`config.mk`:
```
export PLATFORM = sky130hd
export DESIGN_NAME = multiplexed_io_port_bank
export DESIGN_NICKNAME = d
export VERILOG_FILES = /design/src/design/io_bank_pkg.sv /design/src/design/multiplexed_io_port_bank.sv
export SDC_FILE = /design/constraint.sdc
export NUM_CORES = 1
export LEC_CHECK = 0
export ABC_AREA = 0
export BUFFER_PORTS_ARGS = -buffer_cell sky130_fd_sc_hd__buf_2
export CORE_AREA = 3 3 511 513
export CTS_CLUSTER_DIAMETER = 80
export CTS_CLUSTER_SIZE = 8
export DETAILED_ROUTE_END_ITERATION = 10
export DIE_AREA = 0 0 514 516
export GPL_TIMING_DRIVEN = 0
export HOLD_SLACK_MARGIN = 0.12
export PLACE_DENSITY = 0.31
export SYNTH_ARGS = -nofsm -noshare
export SYNTH_HDL_FRONTEND = slang
export SYNTH_SLANG_ARGS = --single-unit
export TNS_END_PERCENT = 5
```
`constraint.sdc`:
```
create_clock -name clk -period 2.2 [get_ports clk]
set_clock_uncertainty 0.1 [all_clocks]
set_input_delay 0.33 -clock clk [delete_from_list [all_inputs] [get_ports clk]]
set_output_delay 0.33 -clock clk [all_outputs]
set_load 0.005 [all_outputs]
```
`src/design/io_bank_pkg.sv`:
```
// constants, field layouts and carrier types of the multiplexed pin bank
// assumes one 200 MHz clock and a synchronous active-low reset
// Function
// - each port-mode pin's direction comes from its own direction register bit
// - each multiplexed pin chooses port operation or its peripheral function
// - port widths 7,2,10,3,6,16,16,4,2,4,14 bits
// - ports 0,1,3,4,5,9 have a pull-up option register
// - ports 0,1,3 interrupt edges chosen by rising and falling select registers
// - port 9 edge selection covers only its three upper interrupt pins
// - port 7 direction split into low and high registers
// - key inputs on ports 5 and 9 raise key interrupts per key mode
// - debug reset is active low and clears the debug circuit asynchronously
// - system reset overrides every other operation except the debug circuit reset, which only debug reset controls
// - reset also releases any standby state
// - serial clock pins drive or receive the clock in control mode
// - converter trigger on port 0 pin 3 gated by converter mode register 0
// - interrupt pin on port 0 bit 2 starts as port pin, no edge detection
package io_bank_pkg;
    localparam int NPORT = 11;
    localparam int PW = 16;
    localparam int NIRQ = 13;
    // port indices
    localparam int PORT_P0 = 0;
    localparam int PORT_P3 = 2;
    localparam int PORT_P4 = 3;
    localparam int PORT_P5 = 4;
    localparam int PORT_P7 = 5;
    localparam int PORT_P9 = 6;
    localparam int PORT_DL = 10;
    // register groups, byte address bits [8:6]
    localparam logic [2:0] GRP_DATA = 3'h0;
    localparam logic [2:0] GRP_DIR = 3'h1;
    localparam logic [2:0] GRP_FUNC = 3'h2;
    localparam logic [2:0] GRP_PULL = 3'h3;
    localparam logic [2:0] GRP_RISE = 3'h4;
    localparam logic [2:0] GRP_FALL = 3'h5;
    localparam logic [2:0] GRP_MISC = 3'h6;
    // word index within a group, byte address bits [5:2]
    localparam logic [3:0] IDX_P7_HIGH = 4'hB;
    localparam logic [3:0] IDX_KEY_MODE = 4'h0;
    localparam logic [3:0] IDX_CONV_MODE = 4'h1;
    localparam logic [3:0] IDX_IRQ_STAT = 4'h2;
    localparam logic [3:0] IDX_IRQ_EN = 4'h3;
    localparam logic [3:0] IDX_IRQ_CLR = 4'h4;
    localparam int CONV_TRIG_BIT = 0;
    localparam int FLASH_PIN = 5;
    localparam int NMI_PIN = 2;
    localparam int TRIG_PIN = 3;
    // reset values
    localparam logic [15:0] DIR_RESET = 16'hFFFF;
    localparam logic [15:0] CLR_RESET = 16'h0000;
    localparam logic [7:0] BYTE_RESET = 8'h00;
    // implemented pins, element 0 is port 0
    localparam logic [NPORT-1:0][15:0] PIN_MASK = {16'h3FFF, 16'h000F,
        16'h0003, 16'h000F, 16'hFFFF, 16'hFFFF, 16'h003F, 16'h0007,
        16'h03FF, 16'h0003, 16'h007F};
    // pins with a peripheral function
    localparam logic [NPORT-1:0][15:0] CTRL_MASK = {16'h0000, 16'h0000,
        16'h0000, 16'h0002, 16'hE3FF, 16'hFFFF, 16'h003F, 16'h0007,
        16'h033F, 16'h0003, 16'h007F};
    localparam logic [NPORT-1:0][15:0] PULL_MASK = {16'h0000, 16'h0000,
        16'h0000, 16'h0000, 16'hFFFF, 16'h0000, 16'h003F, 16'h0007,
        16'h03FF, 16'h0003, 16'h007F};
    localparam logic [NPORT-1:0][15:0] EDGE_MASK = {16'h0000, 16'h0000,
        16'h0000, 16'h0000, 16'hE000, 16'h0000, 16'h0000, 16'h0000,
        16'h0202, 16'h0003, 16'h007C};
    // one port's pad drive, oe_n low while driving
    typedef struct packed {
        logic [15:0] out;
        logic [15:0] oe_n;
    } pin_drive_t;
    // a peripheral's request for one port
    typedef struct packed {
        logic [15:0] out;
        logic [15:0] oe;
    } alt_drive_t;
endpackage

```
`src/design/multiplexed_io_port_bank.sv`:
```
// pin bank: port latches, direction, function select, pull-ups,
// interrupt edge detect, key return, debug reset and flash interlock
// assumes pin inputs synchronous to clk and an Avalon-MM master
`timescale 1ns/100ps
module multiplexed_io_port_bank
    import io_bank_pkg::*;
(
    input wire logic clk,
    input wire logic rstn,
    input wire logic [8:0] address,
    input wire logic read,
    input wire logic write,
    input wire logic [31:0] writedata,
    input wire logic [3:0] byteenable,
    output logic [31:0] readdata,
    output logic waitrequest,
    input wire logic [NPORT-1:0][15:0] pin_in,
    output pin_drive_t [NPORT-1:0] pin_drv,
    output logic [NPORT-1:0][15:0] pullup_en,
    input wire alt_drive_t [NPORT-1:0] alt_drv,
    output logic [NPORT-1:0][15:0] periph_in,
    input wire logic debug_reset_n,
    output logic debug_ckt_rst_n,
    input wire logic flash_mode_sel_primary,
    output logic flash_mode_sel_secondary,
    output logic converter_ext_trigger,
    output logic standby_wake,
    output logic irq
);
    logic [NPORT-1:0][15:0] lvl;
    logic [NPORT-1:0][15:0] prev;
    logic [7:0] key_return_mode_reg;
    logic [7:0] converter_mode_reg0;
    logic [NIRQ-1:0] irq_status;
    logic [NIRQ-1:0] irq_enable;
    logic [7:0] key_prev;

    wire [NPORT-1:0][15:0] rdv;
    wire [NPORT-1:0][15:0] ev;
    pin_drive_t [NPORT-1:0] next_drv;
    wire [NPORT-1:0][15:0] next_pull;

    // bus decode, a request is served on its second cycle
    wire req = read | write;
    wire acc = req & ~waitrequest;
    wire wr_acc = write & ~waitrequest;
    wire [2:0] grp = address[8:6];
    wire [3:0] idx = address[5:2];
    wire [15:0] wmask = {{8{byteenable[1]}}, {8{byteenable[0]}}};
    wire [7:0] bmask = {8{byteenable[0]}};
    wire misc_wr = wr_acc && grp == GRP_MISC;
    wire p7h_hit = wr_acc && grp == GRP_DIR && idx == IDX_P7_HIGH;

    // key inputs: port 5 bits 5..0 then port 9 bits 1..0
    wire [7:0] keys = {lvl[PORT_P9][1:0], lvl[PORT_P5][5:0]};

    genvar p;
    generate
        for (p = 0; p < NPORT; p++) begin : gen_port
            logic [15:0] latch;
            logic [15:0] dir;
            logic [15:0] pmc;
            logic [15:0] pu;
            logic [15:0] rise;
            logic [15:0] fall;
            wire hit = wr_acc && idx == 4'(p);
            wire is_p7 = (p == PORT_P7);
            wire lo_mask_p7 = is_p7 && hit && grp == GRP_DIR;
            // port 7 direction lives in two byte-wide halves
            wire [15:0] dmask = is_p7 ?
                (lo_mask_p7 ? {8'h00, bmask} :
                 p7h_hit ? {bmask, 8'h00} : 16'h0000) :
                ((hit && grp == GRP_DIR) ? wmask : 16'h0000);
            wire [15:0] dval = p7h_hit ? {writedata[7:0], writedata[7:0]}
                : writedata[15:0];
            wire [15:0] wv = writedata[15:0];
            wire [15:0] pm = PIN_MASK[p];
            wire [15:0] cm = pmc & CTRL_MASK[p];
            // flash interlock keeps the shared DL pin undriven
            wire [15:0] lock = (p == PORT_DL && flash_mode_sel_primary)
                ? 16'h0020 : 16'h0000;

            // configuration registers of this port
            always_ff @(posedge clk) begin
                if (!rstn) begin
                    latch <= CLR_RESET;
                    dir <= DIR_RESET;
                    pmc <= CLR_RESET;
                    pu <= CLR_RESET;
                    rise <= CLR_RESET;
                    fall <= CLR_RESET;
                end else begin
                    dir <= (dir & ~dmask) | (dval & dmask);
                    if (hit && grp == GRP_DATA)
                        latch <= (latch & ~wmask) | (wv & wmask);
                    if (hit && grp == GRP_FUNC)
                        pmc <= (pmc & ~wmask) | (wv & wmask);
                    if (hit && grp == GRP_PULL)
                        pu <= (pu & ~wmask) | (wv & wmask);
                    if (hit && grp == GRP_RISE)
                        rise <= (rise & ~wmask) | (wv & wmask);
                    if (hit && grp == GRP_FALL)
                        fall <= (fall & ~wmask) | (wv & wmask);
                end
            end

            // pad drive: peripheral owns the pin in control mode
            assign next_drv[p].out = pm & ((cm & alt_drv[p].out)
                | (~cm & latch));
            assign next_drv[p].oe_n = ~(pm & ~lock & ((cm & alt_drv[p].oe)
                | (~cm & ~dir)));
            assign next_pull[p] = pu & PULL_MASK[p];
            // edge events only on interrupt pins in control mode input
            assign ev[p] = EDGE_MASK[p] & cm & dir
                & ((rise & lvl[p] & ~prev[p])
                | (fall & ~lvl[p] & prev[p]));
            // read back by group, pins beyond the width read zero
            assign rdv[p] = pm & (
                (grp == GRP_DATA) ? ((dir & lvl[p]) | (~dir & latch)) :
                (grp == GRP_DIR) ? (is_p7 ? {8'h00, dir[7:0]} : dir) :
                (grp == GRP_FUNC) ? (pmc & CTRL_MASK[p]) :
                (grp == GRP_PULL) ? (pu & PULL_MASK[p]) :
                (grp == GRP_RISE) ? (rise & EDGE_MASK[p]) :
                (grp == GRP_FALL) ? (fall & EDGE_MASK[p]) :
                16'h0000);
        end
    endgenerate

    // key pins usable only as control-mode inputs, falling edge
    wire [7:0] key_ok = {gen_port[PORT_P9].pmc[1:0],
        gen_port[PORT_P5].pmc[5:0]} & {gen_port[PORT_P9].dir[1:0],
        gen_port[PORT_P5].dir[5:0]};
    wire key_evt = |(key_return_mode_reg & key_ok & key_prev & ~keys);

    // event layout of the status register
    wire [NIRQ-1:0] evt_vec = {key_evt, ev[PORT_P9][15:13], ev[PORT_P3][9],
        ev[PORT_P3][1], ev[1][1:0], ev[PORT_P0][6:2]};
    wire clr_hit = misc_wr && idx == IDX_IRQ_CLR;
    wire [NIRQ-1:0] clr_vec = clr_hit ? writedata[NIRQ-1:0] : '0;
    // a new event wins over a clear in the same cycle
    wire [NIRQ-1:0] next_status = (irq_status & ~clr_vec) | evt_vec;

    // read selection
    wire port_ok = idx < 4'(NPORT);
    wire [15:0] p7h_rd = {8'h00, gen_port[PORT_P7].dir[15:8]};
    wire [31:0] misc_rd =
        (idx == IDX_KEY_MODE) ? {24'h0, key_return_mode_reg} :
        (idx == IDX_CONV_MODE) ? {24'h0, converter_mode_reg0} :
        (idx == IDX_IRQ_STAT) ? 32'(irq_status) :
        (idx == IDX_IRQ_EN) ? 32'(irq_enable) : 32'h0;
    wire [31:0] next_rd = (grp == GRP_MISC) ? misc_rd :
        (grp == GRP_DIR && idx == IDX_P7_HIGH) ? {16'h0, p7h_rd} :
        (grp < GRP_MISC && port_ok) ? {16'h0, rdv[idx]} : 32'h0;

    // bus handshake: one wait cycle, data loaded on the same edge as the release
    always_ff @(posedge clk) begin
        if (!rstn) begin
            waitrequest <= 1'b1;
            readdata <= 32'h0;
        end else begin
            waitrequest <= ~(req & waitrequest);
            if (read && waitrequest)
                readdata <= next_rd;
        end
    end

    // misc control registers and the sticky status
    always_ff @(posedge clk) begin
        if (!rstn) begin
            key_return_mode_reg <= BYTE_RESET;
            converter_mode_reg0 <= BYTE_RESET;
            irq_enable <= '0;
            irq_status <= '0;
        end else begin
            if (misc_wr && idx == IDX_KEY_MODE && byteenable[0])
                key_return_mode_reg <= writedata[7:0];
            if (misc_wr && idx == IDX_CONV_MODE && byteenable[0])
                converter_mode_reg0 <= writedata[7:0];
            if (misc_wr && idx == IDX_IRQ_EN)
                irq_enable <= writedata[NIRQ-1:0];
            irq_status <= next_status;
        end
    end

    // pin sampling and all pad-facing outputs
    always_ff @(posedge clk) begin
        if (!rstn) begin
            lvl <= '0;
            prev <= '0;
            key_prev <= 8'h00;
            pin_drv <= {NPORT{{16'h0000, 16'hFFFF}}};
            pullup_en <= '0;
            irq <= 1'b0;
            flash_mode_sel_secondary <= 1'b0;
            converter_ext_trigger <= 1'b0;
            standby_wake <= 1'b1;
        end else begin
            lvl <= pin_in & PIN_MASK;
            prev <= lvl;
            key_prev <= keys;
            pin_drv <= next_drv;
            pullup_en <= next_pull;
            irq <= |(irq_status & irq_enable);
            flash_mode_sel_secondary <= flash_mode_sel_primary
                & lvl[PORT_DL][FLASH_PIN];
            converter_ext_trigger <= converter_mode_reg0[CONV_TRIG_BIT]
                & gen_port[PORT_P0].pmc[TRIG_PIN]
                & lvl[PORT_P0][TRIG_PIN];
            standby_wake <= 1'b0;
        end
    end

    assign periph_in = lvl;

    // debug circuit reset: asserted without a clock, released on one
    always_ff @(posedge clk or negedge debug_reset_n) begin
        if (!debug_reset_n)
            debug_ckt_rst_n <= 1'b0;
        else
            debug_ckt_rst_n <= 1'b1;
    end

    AST_RESET_INPUT: assert property (@(posedge clk)
        $rose(rstn) |-> gen_port[PORT_P4].dir == DIR_RESET
            && pin_drv[PORT_P4].oe_n == 16'hFFFF && pullup_en == '0)
        else $error("pins not input after reset");
    AST_DIR_DRIVE: assert property (@(posedge clk) disable iff (!rstn)
        !gen_port[PORT_P4].pmc[0] && !gen_port[PORT_P4].dir[0]
        |=> !pin_drv[PORT_P4].oe_n[0])
        else $error("output pin not driven");
    AST_CTRL_MODE: assert property (@(posedge clk) disable iff (!rstn)
        gen_port[PORT_P3].pmc[0] |=>
        pin_drv[PORT_P3].out[0] == $past(alt_drv[PORT_P3].out[0]))
        else $error("peripheral value not on pin");
    AST_PULLUP: assert property (@(posedge clk) disable iff (!rstn)
        ##1 pullup_en[PORT_P0] ==
            ($past(gen_port[PORT_P0].pu) & PULL_MASK[PORT_P0])
            && pullup_en[PORT_P7] == 16'h0000)
        else $error("pull-up enable wrong");
    AST_EDGE_P0: assert property (@(posedge clk) disable iff (!rstn)
        $rose(lvl[PORT_P0][3]) && gen_port[PORT_P0].rise[3]
        && gen_port[PORT_P0].pmc[3] && gen_port[PORT_P0].dir[3]
        ##1 !clr_hit |-> irq_status[1])
        else $error("rising edge not captured");
    AST_EDGE_P9: assert property (@(posedge clk) disable iff (!rstn)
        $rose(lvl[PORT_P9][13]) && gen_port[PORT_P9].fall[13]
        && !gen_port[PORT_P9].rise[13] && irq_status[9] == 1'b0
        && !clr_hit |=> irq_status[9] == 1'b0)
        else $error("unselected edge captured");
    AST_NMI_OFF: assert property (@(posedge clk) disable iff (!rstn)
        !gen_port[PORT_P0].pmc[NMI_PIN] && !irq_status[0]
        |=> !irq_status[0])
        else $error("edge seen on port-mode pin");
    AST_KEY: assert property (@(posedge clk) disable iff (!rstn)
        $fell(keys[0]) && key_return_mode_reg[0] && key_ok[0]
        |=> irq_status[12])
        else $error("key event lost");
    AST_DBG_RST: assert property (@(posedge clk)
        !debug_reset_n |-> !debug_ckt_rst_n)
        else $error("debug reset not asserted");
    AST_FLASH_LOCK: assert property (@(posedge clk) disable iff (!rstn)
        flash_mode_sel_primary |=> pin_drv[PORT_DL].oe_n[5])
        else $error("flash pin driven");
    AST_TRIGGER: assert property (@(posedge clk) disable iff (!rstn)
        !converter_mode_reg0[CONV_TRIG_BIT] |=>
        !converter_ext_trigger)
        else $error("trigger passed while disabled");
    AST_WAIT: assert property (@(posedge clk) disable iff (!rstn)
        req && waitrequest |=> !waitrequest ##1 waitrequest)
        else $error("waitrequest not one cycle");
endmodule

```
Yosys cells after proc, flatten, opt, wreduce, memory -nomap -nowiden
Index checks and enable logic that the tools add are counted.
Word-level totals
  register bits: 1359
  output and inout bits: 742
Cells by class
  equality and inequality tests: 17
  mux-type cells: 69
  reductions and logical operators: 71
  order comparisons: 3
  bitwise logic cells: 278
Operators by type and width (count)
  $and A16 B16 Y16: 74
  $or A16 B16 Y16: 51
  $mux W16: 26
  $not A16 Y16: 22
  $and A10 B10 Y10: 12
  $and A7 B7 Y7: 12
  $logic_and A1 B1 Y1: 67
  $mux W13: 5
  $bmux W16 S4: 1
  $mux W10: 6
  $mux W7: 6
  $not A10 Y10: 4
  $or A10 B10 Y10: 4
  $and A6 B6 Y6: 6
  $and A8 B8 Y8: 4
  $not A2 Y16: 2
  $not A4 Y16: 2
  $mux W6: 5
  $and A14 B14 Y14: 2
  $and A2 B2 Y2: 14
  $mux W14: 2
  $not A7 Y7: 4
  $or A7 B7 Y7: 4
  $and A13 B13 Y13: 2
  other kinds (43): 101

Logic depth before layout (Yosys ltp)
Gate-level depths: netlist of the first run.
  word-level depth: 12
  depth in mapped cells: 11
  depth with buffers taken out: 6

Worst setup path after synthesis of the first run
OpenSTA, ideal clock, no wires.
  path type: in2reg
  from: input address[6]
  to: register readdata[5]
  data arrival time: 1.756 ns
  path buffers: 1
  setup time: 0.122 ns
  stages: 6
  setup slack: 0.223 ns
  cells stage by stage: buf_4 -> mux2_1 -> a222oi_1 -> a211oi_1 -> o311a_1 -> a221o_1
Between the ends
  longest elaborated chain between the ends: 12
  elaborated cells between the ends (all ways): 40
  classes of those cells: order compare: 1; eq/ne: 6; mux: 30; reduce/logical: 3
RTL lines
  start: declaration: RTL line multiplexed_io_port_bank.sv:10  | input wire logic [8:0] address,
  $eq A3 B3 Y1
  $mux W7: RTL line multiplexed_io_port_bank.sv:124  | (grp == GRP_FALL) ? (fall & EDGE_MASK[p]) :
  $mux W7: RTL line multiplexed_io_port_bank.sv:123  | (grp == GRP_RISE) ? (rise & EDGE_MASK[p]) :
  $mux W7: RTL line multiplexed_io_port_bank.sv:122  | (grp == GRP_PULL) ? (pu & PULL_MASK[p]) :
  $mux W7: RTL line multiplexed_io_port_bank.sv:121  | (grp == GRP_FUNC) ? (pmc & CTRL_MASK[p]) :
  $mux W7: RTL line multiplexed_io_port_bank.sv:120  | (grp == GRP_DIR) ? (is_p7 ? {8'h00, dir[7:0]} : dir) :
  $mux W7: RTL line multiplexed_io_port_bank.sv:119  | (grp == GRP_DATA) ? ((dir & lvl[p]) | (~dir & latch)) :
  $bmux W16 S4: RTL line multiplexed_io_port_bank.sv:153  | (grp < GRP_MISC && port_ok) ? {16'h0, rdv[idx]} : 32'h0;
  $mux W16 (implied by the code): RTL line multiplexed_io_port_bank.sv:153
  $mux W16: RTL line multiplexed_io_port_bank.sv:153
  $mux W16: RTL line multiplexed_io_port_bank.sv:152  | (grp == GRP_DIR && idx == IDX_P7_HIGH) ? {16'h0, p7h_rd} :
  $mux W16 (*): RTL line multiplexed_io_port_bank.sv:151  | wire [31:0] next_rd = (grp == GRP_MISC) ? misc_rd :
  end signal: assignment: RTL line multiplexed_io_port_bank.sv:163  | readdata <= next_rd;
  end: declaration: RTL line multiplexed_io_port_bank.sv:15  | output logic [31:0] readdata,
Mark *: on every way between the ends. The rest lies on a longest branch, timed or not. The select of a mux whose other input is x is not followed.
A chain may end at the register's enable or synchronous reset.

Final worst setup path of the first run
  from: input address[6]
  to: register readdata[3]
Same word-level chain as after synthesis.

==> key figures, run 1 <==
Die
  – Die width: 514 um
  – Row cnt: 186
  – Die Height: 516 um
  – Core footprint: 0.257 mm2
  – Die area: 0.265 mm2
  – Initial core utilization: 11.6%
  – IO Count: 1321

Timing
  – RSZ-0062 raised after global routing: yes
  – Final setup viols: 33
  – Final Hold Viols: 0
  – Fin crit share: 109%
  – Maximum achievable frequency: 418 MHz
  – Final worst slack: -193 ps
  – Slew Limit Fails: 0
  – Max transition margin: 2.94%
  – Actual slew at the worst max-slew pin: 1460 ps
  – Fin crit period: 2390 ps
  – Fin Setup TNS: -2130 ps
  – Min Hold Slack: 112 ps

Yosys
  – Mapped Area: 0.0298 mm2
  – Top_reg_cell synth: dfxtp_1
  – Count of state elements after synthesis: 672
  – Share of flip-flops with an asynchronous set or reset: 0.149%
  – Number of synthesized flops with an enable pin: 0
  – Mean Syn Cell Area: 8.65 um2
  – Synth Instances: 3445
  – Register area share after synthesis: 45.1%
  – Number of synthesis warnings: 0
  – Synth unique cells: 80

Final layout
  – Final layout net count: 5313
  – Fraction of layout cells with a size suffix above 1: 28.4%
  – # fillers: 29100
  – Layout Cells excl Fill: 8176
  – Area delta synth->final: 49.0%
  – Final Core Density: 17.3%
  – Finished Cell Area: 0.0444 mm2

Global route
  – First-pass GRT wire length: 291000 um
  – Vias in the first global route: 28500
  – Initial antenna violation count: 79
  – Largest net degree at the start of global routing: 15
  – GRT Total Usage: 16.7%
  – Remaining Overflow, GRT: 0

Routing
  – DR pass1 iterations: 5
  – Vias/cell: 3.68
  – DRC Markers: 0
  – WL per Instance: 28.3 um
  – Final ANT Viol Nets: 0
  – Vias: 30100
  – Drt initial violations: 2598
  – Drt total wl: 231000 um

Placement
  – DP HPWL: 185000 um
  – Worst slack, placed: -1770 ps
  – Placed cell areas: 0.0384 mm2
  – Final Wtd Congestion: 0.951
  – Placed insts: 7784
  – Port Buffers: 528

Worst setup path
  – CP max FO: 10
  – CP required: 2780 ps
  – WS Path Type: primary input to register
  – CP startpoint kind: primary input
  – Worst path arrival time: 2970 ps
  – CP endpoint kind: register

Flow run
  – Total of max-cap violations: 0

Power and ir drop
  – Cell Pwr Density: 722 mW/mm2
  – Design Power: 32.1 mW
  – Peak supply drop: 0.000638 V
  – LEAKAGE: 18.8 nW

Outcome
  – Failing checks: negative setup slack
  – Status: complete, but fails checks

CTS
  – CTS tree: yes
  – Cts bufs inserted: 104
  – Root Buffer: clkbuf_16
  – CTS sink cnt: 672
  – H-tree depth: 3
  – Worst skew pair latency: 760 ps
  – CTS Buffer Depth: 3
  – Worst-path clk slew: 60 ps

Min path
  – Worst hold path class: primary input to register
cells in the mapped netlist (4+ instances only):
| cell type | number | area, um2 |
|---|---|---|
| a21oi_1 | 224 | 1120 |
| and2_1 | 179 | 1120 |
| mux2i_1 | 232 | 2320 |
| nor2_1 | 212 | 796 |
| buf_6 | 5 | 56.3 |
| o211ai_1 | 23 | 173 |
| o31ai_1 | 6 | 45.0 |
| o221ai_1 | 5 | 43.8 |
| buf_4 | 440 | 3300 |
| nor3b_1 | 5 | 37.5 |
| dfxtp_1 | 671 | 13400 |
| a32oi_1 | 15 | 131 |
| nor2_2 | 7 | 43.8 |
| nand3_1 | 224 | 1120 |
| o21ai_0 | 163 | 816 |
| o2111ai_1 | 8 | 70.1 |
| mux2_2 | 16 | 180 |
| nand2_1 | 527 | 1980 |
| nor3_2 | 6 | 60.1 |
| nand2b_1 | 52 | 325 |
| a221o_1 | 4 | 40.0 |
| a222oi_1 | 4 | 40.0 |
| nor4_1 | 5 | 31.3 |
| a22oi_1 | 16 | 120 |
| a221oi_1 | 13 | 114 |
| nor3_1 | 5 | 25.0 |
| a31oi_1 | 13 | 81.3 |
| buf_1 | 9 | 33.8 |
| nor2b_1 | 13 | 81.3 |
| a311oi_1 | 5 | 43.8 |
| clkbuf_1 | 130 | 488 |
| inv_1 | 11 | 41.3 |
| or3b_1 | 7 | 61.3 |
| a211oi_1 | 8 | 60.1 |
| nand4_1 | 6 | 37.5 |
| mux4_2 | 7 | 158 |
| and3_1 | 12 | 75.1 |
| nand3b_1 | 14 | 105 |
| o22ai_1 | 18 | 113 |
| buf_2 | 60 | 300 |
per-layer routing:
metal | part of all wire (%) | global-route usage [%]
met5 | 0.078 | 0
met4 | 5.1 | 7.84
met3 | 7.5 | 3.27
met2 | 44 | 26.1
met1 | 43 | 21.9
worst paths after layout:
path / from / end / slack [ps] / cells after the start
setup / recovery: address[6] / readdata[3] / -190 / 11
hold / removal: address[5] / irq_enable[1] / 110 / 6
setup reg to reg: register / readdata[3] / -40 / 6
hold reg to reg: register / register / 370 / 2
max in group asynchronous: debug_reset_n / debug_ckt_rst_n / 1570 / 3
min in group asynchronous: debug_reset_n / debug_ckt_rst_n / 330 / 3
power breakdown:
part | internal [mW] | switching, mW | total, mW
logic | 1.34 | 2.27 | 3.61
clock network | 9.37 | 6.59 | 16.0
registers | 12.3 | 0.205 | 12.5
total | 23.0 | 9.06 | 32.1
placed cells by master (no fill, tap or decap), types with 203 or more instances in the layout:
cell	n
mux2i_1	222
a21oi_1	217
dlygate4sd3_1	216
nand3_1	220
nor2_1	203
buf_4	461
buf_2	558
dfxtp_1	657
conb_1	425
nand2_1	513
critical path: stages:
cell,delay (ps)
buf_2,90
buf_4,180
buf_6,240
buf_6,300
buf_6,300
o21ai_0,190
a21oi_4,360
o22ai_1,230
o31ai_2,370
o311ai_1,160
a21oi_1,170
cell families after synthesis:
| logic type | after synthesis | synth area share, % |
|---|---|---|
| muxes | 257 | 9.00 |
| buffers and inverters | 659 | 14.2 |
| other | 2 | 0.0252 |
| AOI/OAI and AO/OA | 549 | 10.8 |
| DFF | 672 | 45.1 |
| and+or+nand+nor | 1306 | 20.8 |
what timing repair did:
item,CTS,global route
hold buffers,214,2
resized for setup,111,85
pin swaps,6,6
hold endpoints to repair,257,8
endpoints found under the setup margin,382,243
buffers inserted,9,4
layout make-up:
| cell class | instances | area [um2] | area share, % |
|---|---|---|---|
| antenna | 25 | 62.6 | 0.141 |
| buffer | 642 | 4360 | 9.81 |
| clock buffer | 119 | 2770 | 6.24 |
| clock inverter | 20 | 300 | 0.676 |
| inverter | 15 | 57.6 | 0.130 |
| multi-input combinational | 2537 | 14100 | 31.8 |
| sequential | 672 | 13500 | 30.3 |
| tap | 3384 | 4230 | 9.53 |
| timing repair buffer | 762 | 5040 | 11.4 |
Note: power is estimated with default switching activity, not from simulation.
==> inputs of run 2 (changes only) <==
--- a/config.mk
+++ b/config.mk
@@ -14,7 +14,7 @@
 export DIE_AREA = 0 0 514 516
 export GPL_TIMING_DRIVEN = 0
 export HOLD_SLACK_MARGIN = 0.12
-export PLACE_DENSITY = 0.31
+export PLACE_DENSITY_LB_ADDON = 0.05
 export SYNTH_ARGS = -nofsm -noshare
 export SYNTH_HDL_FRONTEND = slang
 export SYNTH_SLANG_ARGS = --single-unit
==> key figures, run 2 (synthesis gave the netlist of run 1 again) <==
Final layout
  – Commonest cells after routing, fill and taps aside: dfxtp_1 (658), buf_2 (564), nand2_1 (514)
  – Commonest non-fill, non-tap cell in the layout: dfxtp_1
  – Area delta synth->final: 51.1%
  – Fraction of layout cells with a size suffix above 1: 29.1%
  – Layout Cells excl Fill: 8204
  – Final layout net count: 5331
  – Finished Cell Area: 0.0450 mm2
  – # fillers: 29200

Die
  – Die width: 514 um
  – Row cnt: 186
  – Initial core utilization: 11.6%
  – Die area: 0.265 mm2
  – Core footprint: 0.257 mm2
  – Die Height: 516 um
  – IO Count: 1321

Worst setup path
  – CP required: 2690 ps
  – Crit-path most repeated cell: buf_2
  – CP max FO: 10
  – Slack of the worst reg-to-reg path: -30 ps
  – Path depth of the worst reg2reg path: 4
  – WS Path Type: primary input to register
  – CP endpoint kind: register
  – CP startpoint kind: primary input
  – Critical path startpoint: address[6]
  – Cells along the critical path: buf_2 -> buf_4 -> buf_6 -> nor2_2 -> and3_1 -> buf_2 -> buf_2 -> nand2_1 -> nand2_1 -> a21oi_1
  – Max incr delay on CP: 550 ps
  – Worst path arrival time: 2890 ps
  – CP max-delay cell: nor2_2
  – Reg2reg end: readdata[5]

Placement
  – Port Buffers: 528
  – DP HPWL: 186000 um
  – Placed insts: 7786
  – Final Wtd Congestion: 0.844
  – Placed cell areas: 0.0384 mm2

Routing
  – Drt total wl: 239000 um
  – Vias: 29300
  – DR pass1 iterations: 6
  – WL per Instance: 29.1 um
  – DRC Markers: 0
  – Final ANT Viol Nets: 0
  – Vias/cell: 3.57
  – Drt initial violations: 2247

Power and ir drop
  – Clk pwr share: 51.6%
  – P_sw: 9.61 mW
  – Peak supply drop: 0.000581 V
  – LEAKAGE: 19.1 nW
  – Cell Pwr Density: 745 mW/mm2
  – Design Power: 33.5 mW
  – P_int: 23.9 mW
  – Sw frac: 28.7%
  – Share of power burned in registers: 37.2%
  – Gate power share: 11.2%

Outcome
  – Status: complete, but fails checks
  – Failing checks: negative setup slack

CTS
  – CTS Buffer Depth: 3
  – H-tree depth: 3
  – Cts bufs inserted: 108
  – Worst-path clk slew: 60 ps
  – CTS tree: yes
  – Root Buffer: clkbuf_16
  – Worst skew pair latency: 770 ps
  – CTS sink cnt: 672

Flow run
  – Total of max-cap violations: 0

Timing
  – Maximum achievable frequency: 416 MHz
  – Final Hold Viols: 0
  – Fin crit share: 109%
  – Fin crit period: 2410 ps
  – Slew Limit Fails: 0
  – Fin Setup TNS: -2450 ps
  – RSZ-0062 raised after global routing: yes
  – Final setup viols: 42
  – Max transition margin: 3.29%
  – Actual slew at the worst max-slew pin: 1450 ps
  – Final worst slack: -207 ps

Global route
  – Remaining Overflow, GRT: 0
  – First-pass GRT wire length: 303000 um
  – GRT Total Usage: 17.3%
  – Largest net degree at the start of global routing: 16
  – Initial antenna violation count: 67
  – Vias in the first global route: 28800

Min path
  – Hold Crit Start: writedata[10]
  – WHS Path Cells: 3
  – Worst hold path class: primary input to register
## run 2: final cells by class
type / instances / area (um2) / area share [%]
Multi-Input combinational cell: 2537 / 14200 / 31.6
Sequential cell: 672 / 13500 / 29.9
Timing Repair Buffer: 776 / 5200 / 11.5
Buffer: 642 / 4430 / 9.83
Tap cell: 3384 / 4230 / 9.40
Clock buffer: 129 / 2940 / 6.54
Clock inverter: 25 / 427 / 0.947
Antenna cell: 24 / 60.1 / 0.133
Inverter: 15 / 57.6 / 0.128
## run 2: how the worst max path moves through the flow
stage,end,slack (ps),depth (start not counted)
floorplan,readdata[5],220,6
global placement,pin_drv[72],-2980,5
detailed placement,readdata[1],-2030,8
CTS,readdata[6],-230,10
global route,register,-130,10
finish,register,-210,10
## run 2: critical path: cells and delay by family
| family | cells | cell delay, ps |
|---|---|---|
| buffers and inverters | 5 | 1410 |
| AO/OA/AOI/OAI | 1 | 70 |
| AND/OR/NAND/NOR | 4 | 1060 |
## run 2: layer usage
metal  up-vias  part of all wire (%)  global-route usage, %
met3       222                   7.1                   3.80
met5         -                 0.046                      0
met4        18                   2.1                   3.97
met2      1358                    45                   28.0
li1      13500                     -                      -
met1     14200                    45                   23.5
## run 2: power by group through the flow
stage	registers, mW	clock network, mW	logic, mW
2_1_floorplan	12.6	0	1.50
3_3_place_gp	12.7	0	3.24
3_5_place_dp	12.7	0	3.26
4_1_cts	12.5	18.1	3.71
5_1_grt	12.5	18.4	3.97
6_report	12.5	17.3	3.77
## run 2: through the flow
stage / utilization, % / hold WS [ps] / worst slack, ps
detailed placement: 15.0 / 5.65 / -2030
CTS: 17.4 / 122 / -231
finish: 17.5 / 204 / -207
global placement: 14.9 / 4.37 / -2980
global route: 17.5 / 165 / -129
floorplan: - / -65.6 / 223
## run 2: what timing repair did
action                     in CTS  in global routing
setup endpoints to repair     366                195
buffers inserted               14                  0
hold buffers                  228                  0
hold endpoints to repair      260                  0
resized for setup             120                100
pin swaps                       4                  5
==> inputs of run 3 (changes only) <==
--- a/config.mk
+++ b/config.mk
@@ -15,6 +15,7 @@
 export GPL_TIMING_DRIVEN = 0
 export HOLD_SLACK_MARGIN = 0.12
 export PLACE_DENSITY_LB_ADDON = 0.05
+export REMOVE_ABC_BUFFERS = 1
 export SYNTH_ARGS = -nofsm -noshare
 export SYNTH_HDL_FRONTEND = slang
 export SYNTH_SLANG_ARGS = --single-unit
==> key figures, run 3 (synthesis gave the netlist of run 1 again) <==
Placement
  – DP HPWL: 138000 um
  – Placed cell areas: 0.0351 mm2
  – Final Wtd Congestion: 0.698
  – Port Buffers: 544

Routing
  – Drt initial violations: 1397
  – DRC Markers: 0
  – Vias/cell: 3.44
  – WL per Instance: 25.8 um
  – Vias: 26400
  – Drt total wl: 198000 um
  – DR pass1 iterations: 5
  – Final ANT Viol Nets: 0

Power and ir drop
  – Cell Pwr Density: 767 mW/mm2
  – Design Power: 32.6 mW
  – Clk pwr share: 52.9%
  – Peak supply drop: 0.000678 V
  – Sw frac: 27.9%
  – P_sw: 9.09 mW
  – P_int: 23.5 mW
  – Share of power burned in registers: 38.2%
  – Gate power share: 8.9%
  – LEAKAGE: 17.2 nW

Die
  – Die width: 514 um
  – Initial core utilization: 11.6%
  – IO Count: 1321
  – Core footprint: 0.257 mm2
  – Die area: 0.265 mm2
  – Row cnt: 186
  – Die Height: 516 um

Final layout
  – Final Core Density: 16.6%
  – Commonest non-fill, non-tap cell in the layout: dfxtp_1
  – Final layout net count: 4801
  – Fraction of layout cells with a size suffix above 1: 22.3%
  – Area delta synth->final: 42.6%
  – Finished Cell Area: 0.0425 mm2
  – Commonest cells after routing, fill and taps aside: dfxtp_1 (662), buf_2 (536), nand2_1 (501)

Outcome
  – Failing checks: negative setup slack
  – Status: complete, but fails checks

Global route
  – Initial antenna violation count: 32
  – First-pass GRT wire length: 259000 um
  – Remaining Overflow, GRT: 0
  – Largest net degree at the start of global routing: 108
  – GRT Total Usage: 14.4%
  – Vias in the first global route: 25900

Timing
  – Fin crit period: 2290 ps
  – RSZ-0062 raised after global routing: yes
  – Actual slew at the worst max-slew pin: 1350 ps
  – Final setup viols: 12
  – Maximum achievable frequency: 437 MHz
  – Fin crit share: 104%
  – Final worst slack: -88.4 ps
  – Max transition margin: 10.3%
  – Final Hold Viols: 0
  – Slew Limit Fails: 0

Worst setup path
  – CP required: 2700 ps
  – CP max FO: 34
  – WS Path Type: primary input to register
  – Worst path arrival time: 2790 ps
  – CP endpoint kind: register
  – Path depth of the worst reg2reg path: 6
  – CP startpoint kind: primary input

CTS
  – Worst skew pair latency: 750 ps
  – CTS Buffer Depth: 3
  – CTS sink cnt: 672
  – H-tree depth: 3
  – CTS tree: yes
  – Cts bufs inserted: 110
  – Worst-path clk slew: 50 ps
  – Root Buffer: clkbuf_16

Flow run
  – Total of max-cap violations: 0

Min path
  – Worst hold path class: primary input to register
  – WHS Path Cells: 4
## run 3: worst max-delay path, cell delays in order
cell	delay (ps)
buf_6	160
buf_16	200
nor2_4	510
buf_16	220
nand2_1	130
or3_4	520
mux2i_4	400
o211ai_1	150
## run 3: area by class of cell
type | instances | area (um2)
multi-input cells | 2539 | 14500
inverters | 15 | 76.3
clock inverters | 23 | 320
flip-flops and latches | 672 | 13500
well taps | 3384 | 4230
clock buffers | 144 | 3100
diodes | 22 | 55.1
repair buffers | 884 | 6740
fillers | 29000 | 214000
## run 3: power groups by stage
| stage | Combinational [mW] | Sequential [mW] | Clock, mW |
|---|---|---|---|
| 6_report | 2.91 | 12.4 | 17.2 |
| 5_1_grt | 3.13 | 12.4 | 18.5 |
| 4_1_cts | 2.95 | 12.4 | 18.2 |
| 3_5_place_dp | 2.33 | 12.7 | 0 |
| 3_3_place_gp | 2.22 | 12.7 | 0 |
| 2_1_floorplan | 0.668 | 12.6 | 0 |
## run 3: routing by layer
layer,up-vias,GRT usage (%),wire length [um]
met3,177,2.82,10300
met2,924,23.0,89600
li1,12400,-,-
met4,8,2.96,3750
met5,-,0,58
met1,12800,19.9,94600
## run 3: through the flow
step	instances	hold WS, ps	setup TNS [ps]	setup WS, ps
after global routing	7666	136	-3030	-135
after global placement	7152	4.95	-9041050	-22840
after floorplan	3224	-65.6	-1148240	-4380
after CTS	7647	123	-3160	-230
final	7683	185	-351	-88.4
after detailed placement	7186	6.49	-683280	-2860
## run 3: repair_timing
action / CTS / global route
cloned: 2 / 1
setup buffers: 25 / 12
pin swaps: 16 / 17
endpoints found under the setup margin: 350 / 131
gates resized for setup: 135 / 46
hold buffers: 267 / 1
endpoints found under the hold margin: 388 / 2
## run 3: final timing paths
kind                                from  slack [ps]                      to
hold reg to reg              readdata[7]         360             readdata[7]
max in group asynchronous  debug_reset_n        1590         debug_ckt_rst_n
setup reg to reg             waitrequest         -50                register
setup / recovery              address[8]         -90                register
hold / removal                      rstn         190  key_return_mode_reg[7]
min in group asynchronous  debug_reset_n         310         debug_ckt_rst_n
